<file path="config.mk">
export PLATFORM = sky130hd
export DESIGN_NAME = serial_tx_rx_datapath
export DESIGN_NICKNAME = d
export VERILOG_FILES = /design/src/rtl/serial_pkg.sv /design/src/rtl/edge_sync.sv /design/src/rtl/baud_tick.sv /design/src/rtl/serial_tx_rx_datapath.sv
export VERILOG_INCLUDE_DIRS = /design/src /design/src/rtl
export SDC_FILE = /design/constraint.sdc
export NUM_CORES = 1
export LEC_CHECK = 0
export BUFFER_PORTS_ARGS = -buffer_cell sky130_fd_sc_hd__buf_2
export CORE_MARGIN = 3
export CORE_UTILIZATION = 55
export CTS_CLUSTER_SIZE = 10
export DETAILED_ROUTE_END_ITERATION = 10
export HOLD_SLACK_MARGIN = 0.06
export PLACE_DENSITY_LB_ADDON = 0.1
export SLEW_MARGIN = 25
export SYNTH_ARGS = -nofsm -noshare
export SYNTH_HDL_FRONTEND = slang
export SYNTH_SLANG_ARGS = --single-unit
</file>
<file path="constraint.sdc">
create_clock -name sys_clk -period 4.4 [get_ports sys_clk]
set_input_delay 0.66 -clock sys_clk [delete_from_list [all_inputs] [get_ports sys_clk]]
set_output_delay 0.66 -clock sys_clk [all_outputs]
set_load 0.02 [all_outputs]
</file>
<file path="src/rtl/serial_consts.svh">
// named offsets, field positions, reset values and counts of the serial data path
// assumes byte addresses on a 32-bit bus, one register per aligned word
`ifndef SERIAL_CONSTS_SVH
`define SERIAL_CONSTS_SVH

// =====================================================================
// register byte offsets
`define OFS_DATA        8'h00
`define OFS_STATUS      8'h04
`define OFS_CONTROL     8'h08
`define OFS_FORMAT      8'h0c
`define OFS_BAUD        8'h10
`define OFS_NONE        8'hff

// =====================================================================
// status register fields
`define ST_RX_DONE      7
`define ST_TX_DONE      6
`define ST_BUF_EMPTY    5
`define ST_DOUBLE       1

// =====================================================================
// control register fields
`define CT_TXDONE_IE    6
`define CT_EMPTY_IE     5
`define CT_RX_ENABLE    4
`define CT_TX_ENABLE    3
`define CT_SIZE_TOP     2
`define CT_RX_NINTH     1
`define CT_TX_NINTH     0
`define CTRL_WMASK      8'h7d

// =====================================================================
// format register fields and reset value (eight data bits)
`define FM_SYNC         6
`define FM_PAR_EN       5
`define FM_PAR_ODD      4
`define FM_STOP2        3
`define FM_SIZE_HI      2
`define FM_SIZE_LO      1
`define FM_CLK_POL      0
`define FMT_RESET       8'h06

// =====================================================================
// character sizes and sample counts
`define SIZE_EIGHT      3'h3
`define SIZE_NINE       3'h7
`define BITS_MIN        4'h5
`define BITS_EIGHT      4'h8
`define BITS_NINE       4'h9
`define OVS_NORMAL      5'h10
`define OVS_DOUBLE      5'h08

// =====================================================================
// bus encodings
`define HSIZE_WORD      3'h2
`define HTRANS_ACTIVE   1

`endif

</file>
<file path="src/rtl/serial_pkg.sv">
// types shared by the serial data path modules
// assumes nothing of its surroundings
package serial_pkg;

	// =================================================================
	// frame format as decoded from the control, format and status registers
	typedef struct packed {
		logic       sync;
		logic       clkPol;
		logic       parityEn;
		logic       parityOdd;
		logic       stop2;
		logic       doubleSpeed;
		logic [2:0] charSize;
	} frameCfg_t;

	// =================================================================
	// synchronised pin: level and one-cycle edge pulses
	typedef struct packed {
		logic level;
		logic rise;
		logic fall;
	} pinEvent_t;

	// =================================================================
	// sequencer states
	typedef enum logic [2:0] {TX_IDLE, TX_START, TX_DATA, TX_PARITY, TX_STOP1, TX_STOP2} txState_t;
	typedef enum logic [2:0] {RX_IDLE, RX_START, RX_DATA, RX_PARITY, RX_STOP} rxState_t;

endpackage

</file>
<file path="src/rtl/edge_sync.sv">
// two-flop synchroniser with edge detection for pins from outside the clock domain
// assumes pins may change at any time; lines idle high
`timescale 1ns/10ps
`default_nettype none

module edge_sync #(
	parameter int WIDTH = 2
) (
	// clock, reset and clock enable
	input  wire logic                                sys_clk,
	input  wire logic                                rst,
	input  wire logic                                ce,
	// asynchronous pins
	input  wire logic [WIDTH-1:0]                    pinIn,
	// synchronised levels and edges
	output var  serial_pkg::pinEvent_t [WIDTH-1:0]   pinEv
);

	typedef struct packed {
		logic [WIDTH-1:0] meta;
		logic [WIDTH-1:0] sync;
		logic [WIDTH-1:0] last;
	} state_t;

	state_t st_q;
	state_t st_d;

	// first stage feeds only the second; edges use stages two and three
	always_comb begin
		st_d      = st_q;
		st_d.meta = pinIn;
		st_d.sync = st_q.meta;
		st_d.last = st_q.sync;
	end

	always_ff @(posedge sys_clk) begin
		if (rst) begin
			st_q <= '1;
		end else if (ce) begin
			st_q <= st_d;
		end
	end

	// per-pin level and edge pulses
	for (genvar i = 0; i < WIDTH; i++) begin : g_pin
		assign pinEv[i].level = st_q.sync[i];
		assign pinEv[i].rise  = st_q.sync[i] & ~st_q.last[i];
		assign pinEv[i].fall  = ~st_q.sync[i] & st_q.last[i];
	end

endmodule

`default_nettype wire

</file>
<file path="src/rtl/baud_tick.sv">
// baud divider: one sample tick every divider+1 system clocks
// assumes divider is static while run is high
`timescale 1ns/10ps
`default_nettype none

module baud_tick #(
	parameter int DIV_W = 12
) (
	// clock, reset and clock enable
	input  wire logic             sys_clk,
	input  wire logic             rst,
	input  wire logic             ce,
	// control
	input  wire logic             run,
	input  wire logic [DIV_W-1:0] divider,
	// one-cycle sample tick
	output logic                  tick
);

	typedef struct packed {
		logic [DIV_W-1:0] count;
		logic             tick;
	} state_t;

	state_t st_q;
	state_t st_d;

	// counter restarts whenever the divider is idle so the first tick is a full period
	always_comb begin
		st_d      = st_q;
		st_d.tick = 1'b0;
		if (!run) begin
			st_d.count = '0;
		end else if (st_q.count == divider) begin
			st_d.count = '0;
			st_d.tick  = 1'b1;
		end else begin
			st_d.count = st_q.count + 1'b1;
		end
	end

	always_ff @(posedge sys_clk) begin
		if (rst) begin
			st_q <= '0;
		end else if (ce) begin
			st_q <= st_d;
		end
	end

	assign tick = st_q.tick;

endmodule

`default_nettype wire

</file>
<file path="src/rtl/serial_tx_rx_datapath.sv">
// serial port transmit and receive data path with an AHB-Lite register slave
// assumes one 40 MHz clock, synchronous reset, word-only single transfers
`timescale 1ns/10ps
`default_nettype none
`include "serial_consts.svh"

module serial_tx_rx_datapath #(
	parameter int DIV_W = 12
) (
	// clock, reset and clock enable
	input  wire logic        sys_clk,
	input  wire logic        rst,
	input  wire logic        ce,
	// ahb-lite register slave
	input  wire logic        hsel,
	input  wire logic [31:0] haddr,
	input  wire logic [1:0]  htrans,
	input  wire logic        hwrite,
	input  wire logic [2:0]  hsize,
	input  wire logic [31:0] hwdata,
	input  wire logic        hready,
	output logic             hreadyout,
	output logic             hresp,
	output logic [31:0]      hrdata,
	// serial line pins
	input  wire logic        rxdPin,
	input  wire logic        extClkPin,
	output logic             txdOut,
	output logic             txdOe_n,
	// general port logic that owns the pins while the port is off
	input  wire logic        portTxOut,
	input  wire logic        portTxOe_n,
	output logic             rxPinTaken,
	output logic             clkPinTaken,
	// interrupt requests towards the core
	input  wire logic        globalIrqEn,
	input  wire logic        txCompleteAck,
	output logic             bufEmptyIrq,
	output logic             txCompleteIrq
);

	// =================================================================
	// state
	typedef struct packed {
		logic [7:0]            ctrl;
		logic [7:0]            fmt;
		logic                  dbl;
		logic [DIV_W-1:0]      baud;
		logic                  wrPend;
		logic [7:0]            wrAddr;
		logic [31:0]           rdata;
		logic [8:0]            txBuf;
		logic                  bufEmpty;
		logic                  txDone;
		logic                  txOn;
		serial_pkg::txState_t  txSt;
		logic [8:0]            txShift;
		logic [3:0]            txBitIdx;
		logic [4:0]            txSub;
		logic                  txPar;
		logic                  txLine;
		serial_pkg::rxState_t  rxSt;
		logic [8:0]            rxShift;
		logic [3:0]            rxBitIdx;
		logic [4:0]            rxSub;
		logic [8:0]            rxBuf;
		logic                  rxFull;
	} state_t;

	localparam state_t ST_RESET = '{
		fmt:      `FMT_RESET,
		bufEmpty: 1'b1,
		txLine:   1'b1,
		txSt:     serial_pkg::TX_IDLE,
		rxSt:     serial_pkg::RX_IDLE,
		default:  '0
	};

	state_t                            st_q;
	state_t                            st_d;
	serial_pkg::frameCfg_t             cfg;
	serial_pkg::pinEvent_t [1:0]       pinEv;
	logic                              ovsTick;
	logic [3:0]                        nBits;
	logic [3:0]                        lastBit;
	logic [8:0]                        charMask;
	logic [4:0]                        ovsLast;
	logic [4:0]                        ovsHalf;
	logic                              accept;
	logic [7:0]                        regAddr;
	logic                              txTick;
	logic                              txChange;
	logic                              rxSample;
	logic                              rxLvl;
	logic                              rxOn;
	logic                              loadEv;
	logic                              frameEnd;
	logic                              txDoneSet;
	logic                              rxDoneEv;

	// =================================================================
	// frame format decode
	assign cfg.sync        = st_q.fmt[`FM_SYNC];
	assign cfg.clkPol      = st_q.fmt[`FM_CLK_POL];
	assign cfg.parityEn    = st_q.fmt[`FM_PAR_EN];
	assign cfg.parityOdd   = st_q.fmt[`FM_PAR_ODD];
	assign cfg.stop2       = st_q.fmt[`FM_STOP2];
	assign cfg.doubleSpeed = st_q.dbl;
	assign cfg.charSize    = {st_q.ctrl[`CT_SIZE_TOP], st_q.fmt[`FM_SIZE_HI:`FM_SIZE_LO]};

	// reserved size codes fall back to eight bits
	always_comb begin
		nBits = `BITS_EIGHT;
		if (cfg.charSize == `SIZE_NINE) begin
			nBits = `BITS_NINE;
		end else if (cfg.charSize <= `SIZE_EIGHT) begin
			nBits = {1'b0, cfg.charSize} + `BITS_MIN;
		end
	end

	assign lastBit  = nBits - 4'h1;
	assign charMask = 9'((10'h001 << nBits) - 10'h001);
	// double speed halves the samples per bit, not the divider
	assign ovsLast  = (cfg.doubleSpeed ? `OVS_DOUBLE : `OVS_NORMAL) - 5'h01;
	assign ovsHalf  = {1'b0, ovsLast[4:1]};
	assign rxOn     = st_q.ctrl[`CT_RX_ENABLE];

	// =================================================================
	// pin synchronisers and baud divider
	edge_sync #(
		.WIDTH (2)
	) u_sync (
		.sys_clk (sys_clk),
		.rst     (rst),
		.ce      (ce),
		.pinIn   ({extClkPin, rxdPin}),
		.pinEv   (pinEv)
	);

	baud_tick #(
		.DIV_W (DIV_W)
	) u_baud (
		.sys_clk (sys_clk),
		.rst     (rst),
		.ce      (ce),
		.run     (!cfg.sync && (st_q.txOn || rxOn)),
		.divider (st_q.baud),
		.tick    (ovsTick)
	);

	// synchronous bit timing
	// tx changes on one external clock edge, rx samples on the other
	assign txChange = cfg.clkPol ? pinEv[1].fall : pinEv[1].rise;
	assign txTick   = cfg.sync ? txChange : (ovsTick && st_q.txSub == ovsLast);
	assign rxSample = cfg.sync ? (cfg.clkPol ? pinEv[1].rise : pinEv[1].fall)
	                           : (ovsTick && st_q.rxSub == ovsLast);
	assign rxLvl    = pinEv[0].level;

	// bus decode: only word transfers to the low page are mapped
	assign accept  = hsel && htrans[`HTRANS_ACTIVE] && hready && hsize == `HSIZE_WORD;
	assign regAddr = (haddr[31:8] == 24'h000000) ? haddr[7:0] : `OFS_NONE;

	// =================================================================
	// next-state logic
	always_comb begin
		st_d      = st_q;
		loadEv    = 1'b0;
		frameEnd  = 1'b0;
		txDoneSet = 1'b0;
		rxDoneEv  = 1'b0;

		if (st_q.ctrl[`CT_TX_ENABLE]) begin
			st_d.txOn = 1'b1;
		end else if (st_q.txSt == serial_pkg::TX_IDLE && st_q.bufEmpty) begin
			st_d.txOn = 1'b0;
		end

		// transmit sequencer; sub-bit counter runs only in asynchronous mode
		if (!cfg.sync && ovsTick) begin
			st_d.txSub = (st_q.txSub == ovsLast) ? 5'h00 : st_q.txSub + 5'h01;
		end
		case (st_q.txSt)
			serial_pkg::TX_IDLE: begin
				st_d.txLine = 1'b1;
				if (st_q.txOn && !st_q.bufEmpty && (!cfg.sync || txChange)) begin
					loadEv = 1'b1;
				end
			end
			serial_pkg::TX_START: begin
				if (txTick) begin
					st_d.txSt     = serial_pkg::TX_DATA;
					st_d.txBitIdx = 4'h0;
					st_d.txLine   = st_q.txShift[0];
				end
			end
			serial_pkg::TX_DATA: begin
				if (txTick && st_q.txBitIdx == lastBit) begin
					if (cfg.parityEn) begin
						st_d.txSt   = serial_pkg::TX_PARITY;
						st_d.txLine = st_q.txPar;
					end else begin
						st_d.txSt   = serial_pkg::TX_STOP1;
						st_d.txLine = 1'b1;
					end
				end else if (txTick) begin
					st_d.txBitIdx = st_q.txBitIdx + 4'h1;
					st_d.txShift  = {1'b0, st_q.txShift[8:1]};
					st_d.txLine   = st_q.txShift[1];
				end
			end
			serial_pkg::TX_PARITY: begin
				if (txTick) begin
					st_d.txSt   = serial_pkg::TX_STOP1;
					st_d.txLine = 1'b1;
				end
			end
			serial_pkg::TX_STOP1: begin
				if (txTick && cfg.stop2) begin
					st_d.txSt = serial_pkg::TX_STOP2;
				end else if (txTick) begin
					frameEnd = 1'b1;
				end
			end
			serial_pkg::TX_STOP2: begin
				frameEnd = txTick;
			end
			default: begin
				st_d.txSt = serial_pkg::TX_IDLE;
			end
		endcase

		if (frameEnd) begin
			st_d.txSt   = serial_pkg::TX_IDLE;
			st_d.txLine = 1'b1;
			loadEv      = !st_q.bufEmpty;
			txDoneSet   = st_q.bufEmpty;
		end
		if (loadEv) begin
			st_d.txShift = st_q.txBuf;
			st_d.txPar   = (^st_q.txBuf) ^ cfg.parityOdd;
			st_d.txLine  = 1'b0;
			st_d.txSt    = serial_pkg::TX_START;
			st_d.txSub   = 5'h00;
			st_d.bufEmpty = 1'b1;
		end

		// register write data phase
		if (st_q.wrPend) begin
			st_d.wrPend = 1'b0;
			case (st_q.wrAddr)
				`OFS_DATA: begin
					st_d.txBuf = {st_q.ctrl[`CT_TX_NINTH] && nBits == `BITS_NINE, hwdata[7:0]}
					             & charMask;
					st_d.bufEmpty = 1'b0;
				end
				`OFS_STATUS: begin
					// empty flag position is not writable
					st_d.dbl = hwdata[`ST_DOUBLE];
					if (hwdata[`ST_TX_DONE]) begin
						st_d.txDone = 1'b0;
					end
				end
				`OFS_CONTROL: st_d.ctrl = hwdata[7:0] & `CTRL_WMASK;
				`OFS_FORMAT:  st_d.fmt  = hwdata[7:0];
				`OFS_BAUD:    st_d.baud = hwdata[DIV_W-1:0];
				default: begin
				end
			endcase
		end

		if (txCompleteAck) begin
			st_d.txDone = 1'b0;
		end
		// completion beats a clear in the same cycle
		if (txDoneSet) begin
			st_d.txDone = 1'b1;
		end

		// address phase: reads sample state now, writes land next cycle
		if (accept && hwrite) begin
			st_d.wrPend = 1'b1;
			st_d.wrAddr = regAddr;
		end else if (accept) begin
			case (regAddr)
				// buffer already holds zeros above size
				`OFS_DATA:    st_d.rdata = {24'h000000, st_q.rxBuf[7:0]};
				`OFS_STATUS:  st_d.rdata = {24'h000000, st_q.rxFull, st_q.txDone, st_q.bufEmpty,
				                            3'h0, st_q.dbl, 1'b0};
				`OFS_CONTROL: st_d.rdata = {24'h000000, st_q.ctrl[7:2], st_q.rxBuf[8],
				                            st_q.ctrl[`CT_TX_NINTH]};
				`OFS_FORMAT:  st_d.rdata = {24'h000000, st_q.fmt};
				`OFS_BAUD:    st_d.rdata = 32'(st_q.baud);
				default:      st_d.rdata = 32'h00000000;
			endcase
			if (regAddr == `OFS_DATA) begin
				st_d.rxFull = 1'b0;
			end
		end

		// receive sequencer
		if (!cfg.sync && ovsTick) begin
			st_d.rxSub = (st_q.rxSub == ovsLast) ? 5'h00 : st_q.rxSub + 5'h01;
		end
		case (st_q.rxSt)
			serial_pkg::RX_IDLE: begin
				if (cfg.sync && rxSample && !rxLvl) begin
					st_d.rxSt     = serial_pkg::RX_DATA;
					st_d.rxBitIdx = 4'h0;
				end else if (!cfg.sync && ovsTick && !rxLvl) begin
					st_d.rxSt  = serial_pkg::RX_START;
					st_d.rxSub = 5'h00;
				end
			end
			serial_pkg::RX_START: begin
				// a start bit gone high by mid-bit was a glitch
				if (ovsTick && st_q.rxSub == ovsHalf) begin
					st_d.rxSt     = rxLvl ? serial_pkg::RX_IDLE : serial_pkg::RX_DATA;
					st_d.rxSub    = 5'h00;
					st_d.rxBitIdx = 4'h0;
				end
			end
			serial_pkg::RX_DATA: begin
				if (rxSample) begin
					st_d.rxShift  = {rxLvl, st_q.rxShift[8:1]};
					st_d.rxBitIdx = st_q.rxBitIdx + 4'h1;
					if (st_q.rxBitIdx == lastBit) begin
						st_d.rxSt = cfg.parityEn ? serial_pkg::RX_PARITY : serial_pkg::RX_STOP;
					end
				end
			end
			serial_pkg::RX_PARITY: begin
				if (rxSample) begin
					st_d.rxSt = serial_pkg::RX_STOP;
				end
			end
			serial_pkg::RX_STOP: begin
				if (rxSample) begin
					rxDoneEv  = 1'b1;
					st_d.rxSt = serial_pkg::RX_IDLE;
				end
			end
			default: begin
				st_d.rxSt = serial_pkg::RX_IDLE;
			end
		endcase

		if (!rxOn) begin
			st_d.rxSt   = serial_pkg::RX_IDLE;
			st_d.rxFull = 1'b0;
		end else if (rxDoneEv) begin
			// transfer to buffer, wins over a read
			st_d.rxBuf  = 9'(st_q.rxShift >> (4'h9 - nBits));
			st_d.rxFull = 1'b1;
		end
	end

	always_ff @(posedge sys_clk) begin
		if (rst) begin
			st_q <= ST_RESET;
		end else if (ce) begin
			st_q <= st_d;
		end
	end

	// =================================================================
	// outputs
	// zero wait states; a frozen clock enable stretches the bus instead of losing it
	assign hreadyout   = ce;
	assign hresp       = 1'b0;
	assign hrdata      = st_q.rdata;
	assign txdOut      = st_q.txOn ? st_q.txLine : portTxOut;
	assign txdOe_n     = st_q.txOn ? 1'b0 : portTxOe_n;
	assign rxPinTaken  = rxOn;
	assign clkPinTaken = cfg.sync && (st_q.txOn || rxOn);
	assign bufEmptyIrq   = st_q.ctrl[`CT_EMPTY_IE] && st_q.bufEmpty && globalIrqEn;
	assign txCompleteIrq = st_q.ctrl[`CT_TXDONE_IE] && st_q.txDone && globalIrqEn;
endmodule

`default_nettype wire

</file>
==> qor.csv, run 1 <==
metric;value;unit
adder-cell share of the synthesized area;0.0266;
antenna violations before repair;0;
Die Width;123;microns
placed cells;1071;
RSZ-0062 raised after global routing;no;
ys flop type;dfxtp_1;
fin crit share;0.859;
worst r2r path cells;11;
initial core utilization;0.566;
ANT nets after route;0;
XOR/XNOR Fraction of Synth Area;0.0630;
post-route setup TNS;0;ps
Hold Startpoint;extClkPin;
GPL Wtd Cong;0.909;
shortest period the worst path allows;3780;ps
Hold Path Class;in -> reg;
largest net degree at the start of global routing;93;
Final Core Density;0.633;
vias in the first global route;5942;
max-slew violations;0;
Crit Path Max Fanout;12;
Synth Register Bits;132;
CTS buffer count;17;
Compound-Gate Fraction of Synth Area;0.176;
Simple-Gate Fraction of Synth Area;0.213;
CTS root buf;clkbuf_16;
syn avg cell area;8.58;sq um
total vias in the final route;6459;
Post-synth EDFFs;0;
commonest non-fill, non-tap cell in the layout;dfxtp_1;
# rows;42;
CTS H-tree depth;4;
crit path cell chain;ha_1 > ha_1 > inv_1 > o211a_1 > inv_1 > ha_1 > a31oi_1 > xnor3_1 > or4_4 > a31oi_1 > mux2_1;
ys async rst share;0;
Worst path max stage delay;520;ps
Worst Path Required;4710;ps
worst-skew pair later-pin latency;430;ps
vias per std cell;5.86;
pwr dens;337;mW/mm^2
Worst-Margin Slew;976;ps
reg-to-reg slack, setup;620;ps
max cap viols;0;
Yosys warnings;0;
DRT iter0 DRCs;555;
CTS max path bufs;2;
Synth-to-Final Area Change;11.7;%
clock skew;10.3;ps
Post-CTS Setup Bufs;0;
Synth cell types;80;
status;complete, no violations;
clock slew at reported path FFs;60;ps
largest family of logic cells by synthesized area;simple AND/OR/NAND/NOR gates;
Mapped Cells;878;
CP most frequent cell;ha_1;
CTS tree;done;
die area;0.0151;sq mm
FMAX;0.265;GHz
hpwl dp;13.9;mm
commonest non-fill, non-tap cells in the layout;dfxtp_1 (132), nor2_1 (107), buf_2 (77);
VDD IR max;0.000254;V
GRT overflow;0;
Avg WL per Cell;17.3;microns
Pleak;3.37;nW
layout cell share with drive strength beyond 1;0.159;
clk sinks;132;
Layout Nets;1011;
CP Data Arrival Time;4090;ps
hold path endpoint;u_sync.st_d[3];
final WL;19.0;mm
post-route insts no fill;1102;
Startpoint Class;flop;
CTS Hold Bufs;0;
DRT Pass-1 Iters;5;
Crit Path Category;reg -> reg;
n_diodes;0;
PostCTS Resize Cnt;0;
register area share after synthesis;0.351;
Post-route DRC;0;
Critical Path Slowest Stage Cell;or4_4;
endpoints failing setup;0;
reg2reg end;st_q[51];
final hold violation count;0;
IO Port Bufs;78;
max_slew headroom;0.349;
synthesized cell area;0.00753;sq mm
All-Layer GR Usage;0.254;
crit path capture type;flop;
worst r2r src;cfg[0];
Fillers;1128;
Worst Hold Path Cells;2;
mux contribution to synthesized area;0.0982;
core footprint;0.0133;sq mm
Boundary Pins;121;
Die H;123;microns
first-pass GRT wire length;30.3;mm
-- report_power, final --
part / total [mW] / switching (mW) / leakage [nW] / internal [mW]
sequential: 1.20 / 0.00478 / 1.06 / 1.20
clock: 1.50 / 0.544 / 0.302 / 0.959
combinational: 0.125 / 0.0844 / 2.01 / 0.0404
total: 2.83 / 0.633 / 3.37 / 2.20
-- flip-flops by register name (all words and copies together), names as in the netlist --
signal        flops
rxPinTaken        1
u_baud.tick       1
hrdata           12
u_sync.st_d       2
cfg               9
u_sync.st_q       1
st_q             92
u_baud.st_q      12
u_sync.pinEv      2
-- final cells by class --
class | instances | area (sq um) | share of cell area
flip-flops and latches | 132 | 2640 | 0.314
well taps | 176 | 220 | 0.0262
clock inverters | 13 | 181 | 0.0216
inverters | 23 | 86.3 | 0.0103
clock buffers | 18 | 439 | 0.0522
multi-input cells | 658 | 4420 | 0.525
repair buffers | 82 | 423 | 0.0503
-- routing by layer --
metal  vias to the layer above  track usage  part of all wire
met5                         -            0                 0
met4                         0       0.0955             0.022
met3                        35       0.0485             0.045
met2                       171        0.404              0.47
met1                      3074        0.345              0.46
li1                       3179            -                 -
-- critical path: cells and delay by family, from the launching register on --
kind	cells	cell delay, ps
fa+ha+maj	3	820
buf+inv	2	340
mux	1	350
flops	1	370
xor+xnor	1	310
simple gates	1	520
compound gates	3	950
-- worst max-delay path by stage --
| stage | from | end | slack (ps) | cells past startpoint |
|---|---|---|---|---|
| after detailed placement | cfg[0] | st_q[51] | 680 | 11 |
| after global routing | cfg[0] | st_q[39] | 340 | 11 |
| after CTS | cfg[0] | st_q[51] | 660 | 11 |
| after global placement | cfg[0] | st_q[51] | 820 | 11 |
| after floorplan | cfg[0] | st_q[51] | 960 | 12 |
| final | cfg[0] | st_q[51] | 620 | 11 |
-- metrics by stage --
step | worst slack, ps | total power, mW | cell area (sq um) | hold slack [ps]
6_report | 621 | 2.83 | 8410 | 439
5_1_grt | 336 | 2.92 | 8410 | 441
4_1_cts | 661 | 2.84 | 8410 | 427
3_5_place_dp | 682 | 1.35 | 7790 | 450
3_3_place_gp | 819 | 1.35 | 7790 | 443
2_1_floorplan | 958 | 1.32 | 7600 | 429
-- kinds of logic after synthesis --
family | after synthesis
flops | 132
compound gates | 188
mux | 66
xor+xnor | 51
other cells | 1
fa+ha+maj | 16
buf+inv | 108
simple gates | 316
-- synthesized netlist by cell type, types with 9 or more instances --
library cell / count / area share
nor2_1: 107 / 0.053
a211oi_1: 12 / 0.012
nand3_1: 30 / 0.020
nand4_1: 11 / 0.0091
nor3_1: 13 / 0.0086
o21ai_0: 18 / 0.012
xnor2_1: 33 / 0.038
ha_1: 16 / 0.027
nor4_1: 14 / 0.012
nand2_1: 52 / 0.026
mux2i_1: 57 / 0.076
xor2_1: 16 / 0.019
nand2b_1: 16 / 0.013
clkbuf_1: 42 / 0.021
a21oi_1: 59 / 0.039
and3_1: 9 / 0.0075
inv_1: 21 / 0.010
dfxtp_1: 132 / 0.35
nor2b_1: 18 / 0.015
o221a_2: 9 / 0.013
buf_4: 35 / 0.035
No activity file was read; power rests on OpenSTA's default activity.
==> inputs of run 2 (changes only) <==
BUFFER_PORTS_ARGS = not set   (was -buffer_cell sky130_fd_sc_hd__buf_2)
DONT_BUFFER_PORTS = 1   (was not set)
==> run 2 against run 1 <==
Compared with the run above:
- count of clock-buffer cells in the layout increased by 2
- via count decreased by 3.7%
- critical path depth unchanged
- hold slack got worse by 110 ps
- setup slack improved by 64 ps
- fmax increased by 1.7%
- design area decreased by 5.2%
- combinational power decreased by 54%
- critical path type unchanged
- largest power group unchanged
==> qor.csv, run 2 (synthesized netlist as in run 1, its figures left out) <==
metric;value;unit
Post-CTS Setup Bufs;0;
Post-route DRC;0;
DRT Pass-1 Iters;5;
clock network fraction of total power;0.528;
DRT iter0 DRCs;480;
CTS buffer count;17;
CP Data Arrival Time;4030;ps
post-route setup TNS;0;ps
first-pass GRT wire length;29.2;mm
n_diodes;0;
die area;0.0151;sq mm
All-Layer GR Usage;0.246;
Biggest register;st_q;
FMAX;0.269;GHz
switch share;0.216;
max cap viols;0;
core footprint;0.0133;sq mm
CTS max path bufs;2;
layout cell share with drive strength beyond 1;0.0792;
hpwl dp;13.3;mm
max-slew violations;0;
RSZ-0062 raised after global routing;no;
Avg WL per Cell;18.1;microns
final WL;18.5;mm
initial core utilization;0.566;
CTS root buf;clkbuf_16;
Layout Nets;931;
Startpoint Class;flop;
commonest non-fill, non-tap cell in the layout;dfxtp_1;
Pleak;3.01;nW
NetSw;577;uW
max FFs per register;92;
clk sinks;132;
final hold violation count;0;
Hold Path Class;in -> reg;
P_int;2.10;mW
Crit Path Category;reg -> reg;
IO Port Bufs;0;
Die Width;123;microns
worst-skew pair later-pin latency;430;ps
CTS Hold Bufs;0;
fin crit share;0.844;
VDD IR max;0.000255;V
shortest period the worst path allows;3710;ps
clock skew;8.12;ps
vias per std cell;6.09;
GRT overflow;0;
largest net degree at the start of global routing;121;
status;complete, no violations;
Post-Place Worst Slack;714;ps
Boundary Pins;121;
met3 Resource Use GR;0.0457;
Worst-Margin Slew;932;ps
CTS tree;done;
commonest non-fill, non-tap cells in the layout;dfxtp_1 (132), nor2_1 (107), a21oi_1 (59);
met1 Track Usage GR;0.338;
GPL Wtd Cong;0.853;
crit path capture type;flop;
met2 Use GR;0.372;
Crit Path Max Fanout;12;
ANT nets after route;0;
Synth-to-Final Area Change;5.92;%
Die H;123;microns
PostCTS Resize Cnt;0;
CTS H-tree depth;4;
Setup WS post-layout;686;ps
gr busiest metal;met2;
antenna violations before repair;0;
max_slew headroom;0.377;
Combinational Power Share;0.021;
pwr dens;335;mW/mm^2
sequential group share of total power;0.451;
# rows;42;
vias in the first global route;5692;
total vias in the final route;6221;
Worst Path Required;4710;ps
endpoints failing setup;0;
clock slew at reported path FFs;60;ps
-- run 2: cell type report --
type / instances / area [sq um]
fill: 1189 / 5320
clock inverter: 11 / 124
clock buffer: 20 / 467
timing repair buffer: 2 / 15.0
inverter: 23 / 86.3
tap: 176 / 220
sequential: 132 / 2640
multi-input combinational: 658 / 4420
-- run 2: power by group through the flow --
stage          clock network [mW]  logic (mW)  registers [mW]
3_5_place_dp                    0      0.0569            1.23
3_3_place_gp                    0      0.0559            1.23
4_1_cts                      1.43      0.0573            1.20
6_report                     1.41      0.0573            1.20
2_1_floorplan                   0      0.0893            1.23
5_1_grt                      1.48      0.0634            1.20
-- run 2: worst max-delay path, cell delays in order, from the launching register on --
cell and delay (ps):
dfxtp_1 370, ha_1 270, ha_1 250, inv_1 90, o211a_1 410, inv_1 220, ha_1 300, a31oi_1 260
xnor3_1 310, or4_4 520, a31oi_1 260, mux2_1 350
-- run 2: worst paths after layout --
path                start  endpoint  slack, ps  depth (start not counted)
setup / recovery   cfg[0]  st_q[51]        690                         11
hold / removal        rst  st_q[54]        330                          1
setup reg to reg   cfg[0]  st_q[51]        690                         11
hold reg to reg   st_q[9]   st_q[9]        450                          2
-- run 2: through the flow --
step,instances,cell area (sq um),hold WS [ps],total power [mW],util
global placement,991,7380,437,1.29,0.555
finish,1022,7980,327,2.67,0.600
global route,1022,7980,304,2.75,0.600
detailed placement,991,7380,440,1.29,0.555
CTS,1022,7980,300,2.69,0.600
floorplan,898,7600,429,1.32,-
-- run 2: metal layers --
metal	part of all wire	vias to the layer above
li1	-	3020
met2	0.46	186
met1	0.45	2971
met3	0.050	44
met5	0	-
met4	0.039	0
==> inputs of run 3 (changes only) <==
clock period = 3.25 ns   (was 4.4 ns; I/O delays follow)
==> run 3 against run 2 <==
Compared with the run above:
- combinational power grew 39%
- final cell count increased by 1.6%
- wire length up 1.2%
- total power up 33%
- hold slack worse by 190 ps
- via count increased by 0.45%
- largest power group unchanged
- global-route usage grew 0.54 points
- design area up 1.5%
- sequential power is 36% higher
==> qor.csv, run 3 (synthesized netlist as in run 1, its figures left out) <==
metric;value;unit
Crit Path Category;reg -> reg;
All-Layer GR Usage;0.252;
CTS Hold Bufs;0;
Worst Hold Path Cells;1;
DRT Pass-1 Iters;5;
hold path endpoint;st_q[54];
Crit Path Max Fanout;5;
Fillers;1182;
Worst Path Required;3570;ps
Layout Nets;946;
Avg WL per Cell;18.1;microns
max-slew violations;0;
commonest non-fill, non-tap cell in the layout;dfxtp_1;
CTS max path bufs;2;
Hold Path Class;in -> reg;
CTS H-tree depth;4;
worst-skew pair later-pin latency;430;ps
final WL;18.7;mm
Hold Startpoint;rst;
CTS tree;done;
clk sinks;132;
Biggest register;st_q;
status;complete, no violations;
Final Power;3.54;mW
IO Port Bufs;0;
antenna violations before repair;0;
GRT overflow;0;
Post-CTS Setup Bufs;0;
clock skew;13.6;ps
initial core utilization;0.566;
largest net degree at the start of global routing;121;
n_diodes;0;
pwr dens;438;mW/mm^2
worst r2r path cells;12;
crit path capture type;flop;
hpwl dp;13.7;mm
post-route insts no fill;1038;
post-route setup TNS;0;ps
area occupied by multi-input gates;0.00445;sq mm
commonest non-fill, non-tap cells in the layout;dfxtp_1 (132), nor2_1 (107), a21oi_1 (59);
Synth-to-Final Area Change;7.53;%
max_slew headroom;0.398;
# rows;42;
core footprint;0.0133;sq mm
max cap viols;0;
placed cells;1006;
CTS root buf;clkbuf_16;
first-pass GRT wire length;29.7;mm
Die Width;123;microns
Hold WS;138;ps
ANT nets after route;0;
CP Data Arrival Time;3370;ps
DRT iter0 DRCs;510;
endpoints failing setup;0;
Worst-Margin Slew;894;ps
Storage cell area;0.00264;sq mm
max FFs per register;92;
vias in the first global route;5659;
Post-route DRC;0;
shortest period the worst path allows;3040;ps
clock slew at reported path FFs;70;ps
GPL Wtd Cong;0.881;
die area;0.0151;sq mm
vias per std cell;6.02;
CTS buffer count;17;
Die H;123;microns
reg-to-reg slack, setup;210;ps
Startpoint Class;flop;
reg2reg end;st_q[51];
layout cell share with drive strength beyond 1;0.103;
Boundary Pins;121;
PostCTS Resize Cnt;0;
total vias in the final route;6249;
FMAX;0.329;GHz
final hold violation count;0;
worst r2r src;cfg[1];
fin crit share;0.936;
Pleak;3.06;nW
VDD IR max;0.000339;V
==> run 3: cell count changes in the layout (fill, tap and decap cells not counted), sizes merged <==
cell,previous run,this run
buf,2,17
bufinv,2,0
clkbuf,20,17
clkinvlp,3,4
inv,24,29
==> run 3: worst max-delay path by stage <==
| stage | cells after the start | start | slack, ps | endpoint |
|---|---|---|---|---|
| 2_1_floorplan | 12 | cfg[0] | 20 | st_q[51] |
| 3_3_place_gp | 11 | cfg[1] | 160 | st_q[51] |
| 3_5_place_dp | 12 | cfg[1] | 30 | st_q[51] |
| 4_1_cts | 12 | cfg[1] | 30 | st_q[51] |
| 5_1_grt | 10 | cfg[2] | -1 | st_q[51] |
| 6_report | 12 | cfg[1] | 210 | st_q[51] |
==> run 3: layer usage <==
layer | part of all wire | track usage | vias up | routed length [microns]
li1 | - | - | 3050 | -
met1 | 0.45 | 0.344 | 3003 | 8480
met2 | 0.48 | 0.399 | 169 | 9000
met3 | 0.048 | 0.0512 | 27 | 892
met4 | 0.020 | 0.0837 | 0 | 372
met5 | 0 | 0 | - | 0
==> run 3: layout make-up <==
class	count	area share
clock buffer	17	0.0525
clock inverter	15	0.0178
inverter	23	0.0107
multi-input combinational	658	0.550
sequential	132	0.326
tap	176	0.0272
timing repair buffer	17	0.0158
==> run 3: power breakdown <==
| part | leakage, nW | internal [mW] | switching [mW] |
|---|---|---|---|
| registers | 1.06 | 1.62 | 0.00635 |
| logic | 1.73 | 0.0290 | 0.0508 |
| clock network | 0.267 | 1.01 | 0.823 |
| total | 3.06 | 2.66 | 0.881 |
==> run 3: critical path, stage by stage, from the launching register on <==
cell and delay (ps):
dfxtp_1 400, ha_2 250, ha_2 230, inv_1 70, o211a_1 160, inv_2 100, ha_1 160, inv_1 50
a31oi_2 180, xnor3_1 280, or4_4 530, a31oi_2 210, mux2_1 330
==> run 3: metrics by stage <==
stage               setup WS (ps)  utilization  instance area, sq um
finish                        207        0.609                  8100
global route                -1.04        0.609                  8100
CTS                          30.8        0.607                  8070
detailed placement           30.2        0.564                  7500
global placement              157        0.564                  7500
floorplan                    23.9            -                  7610
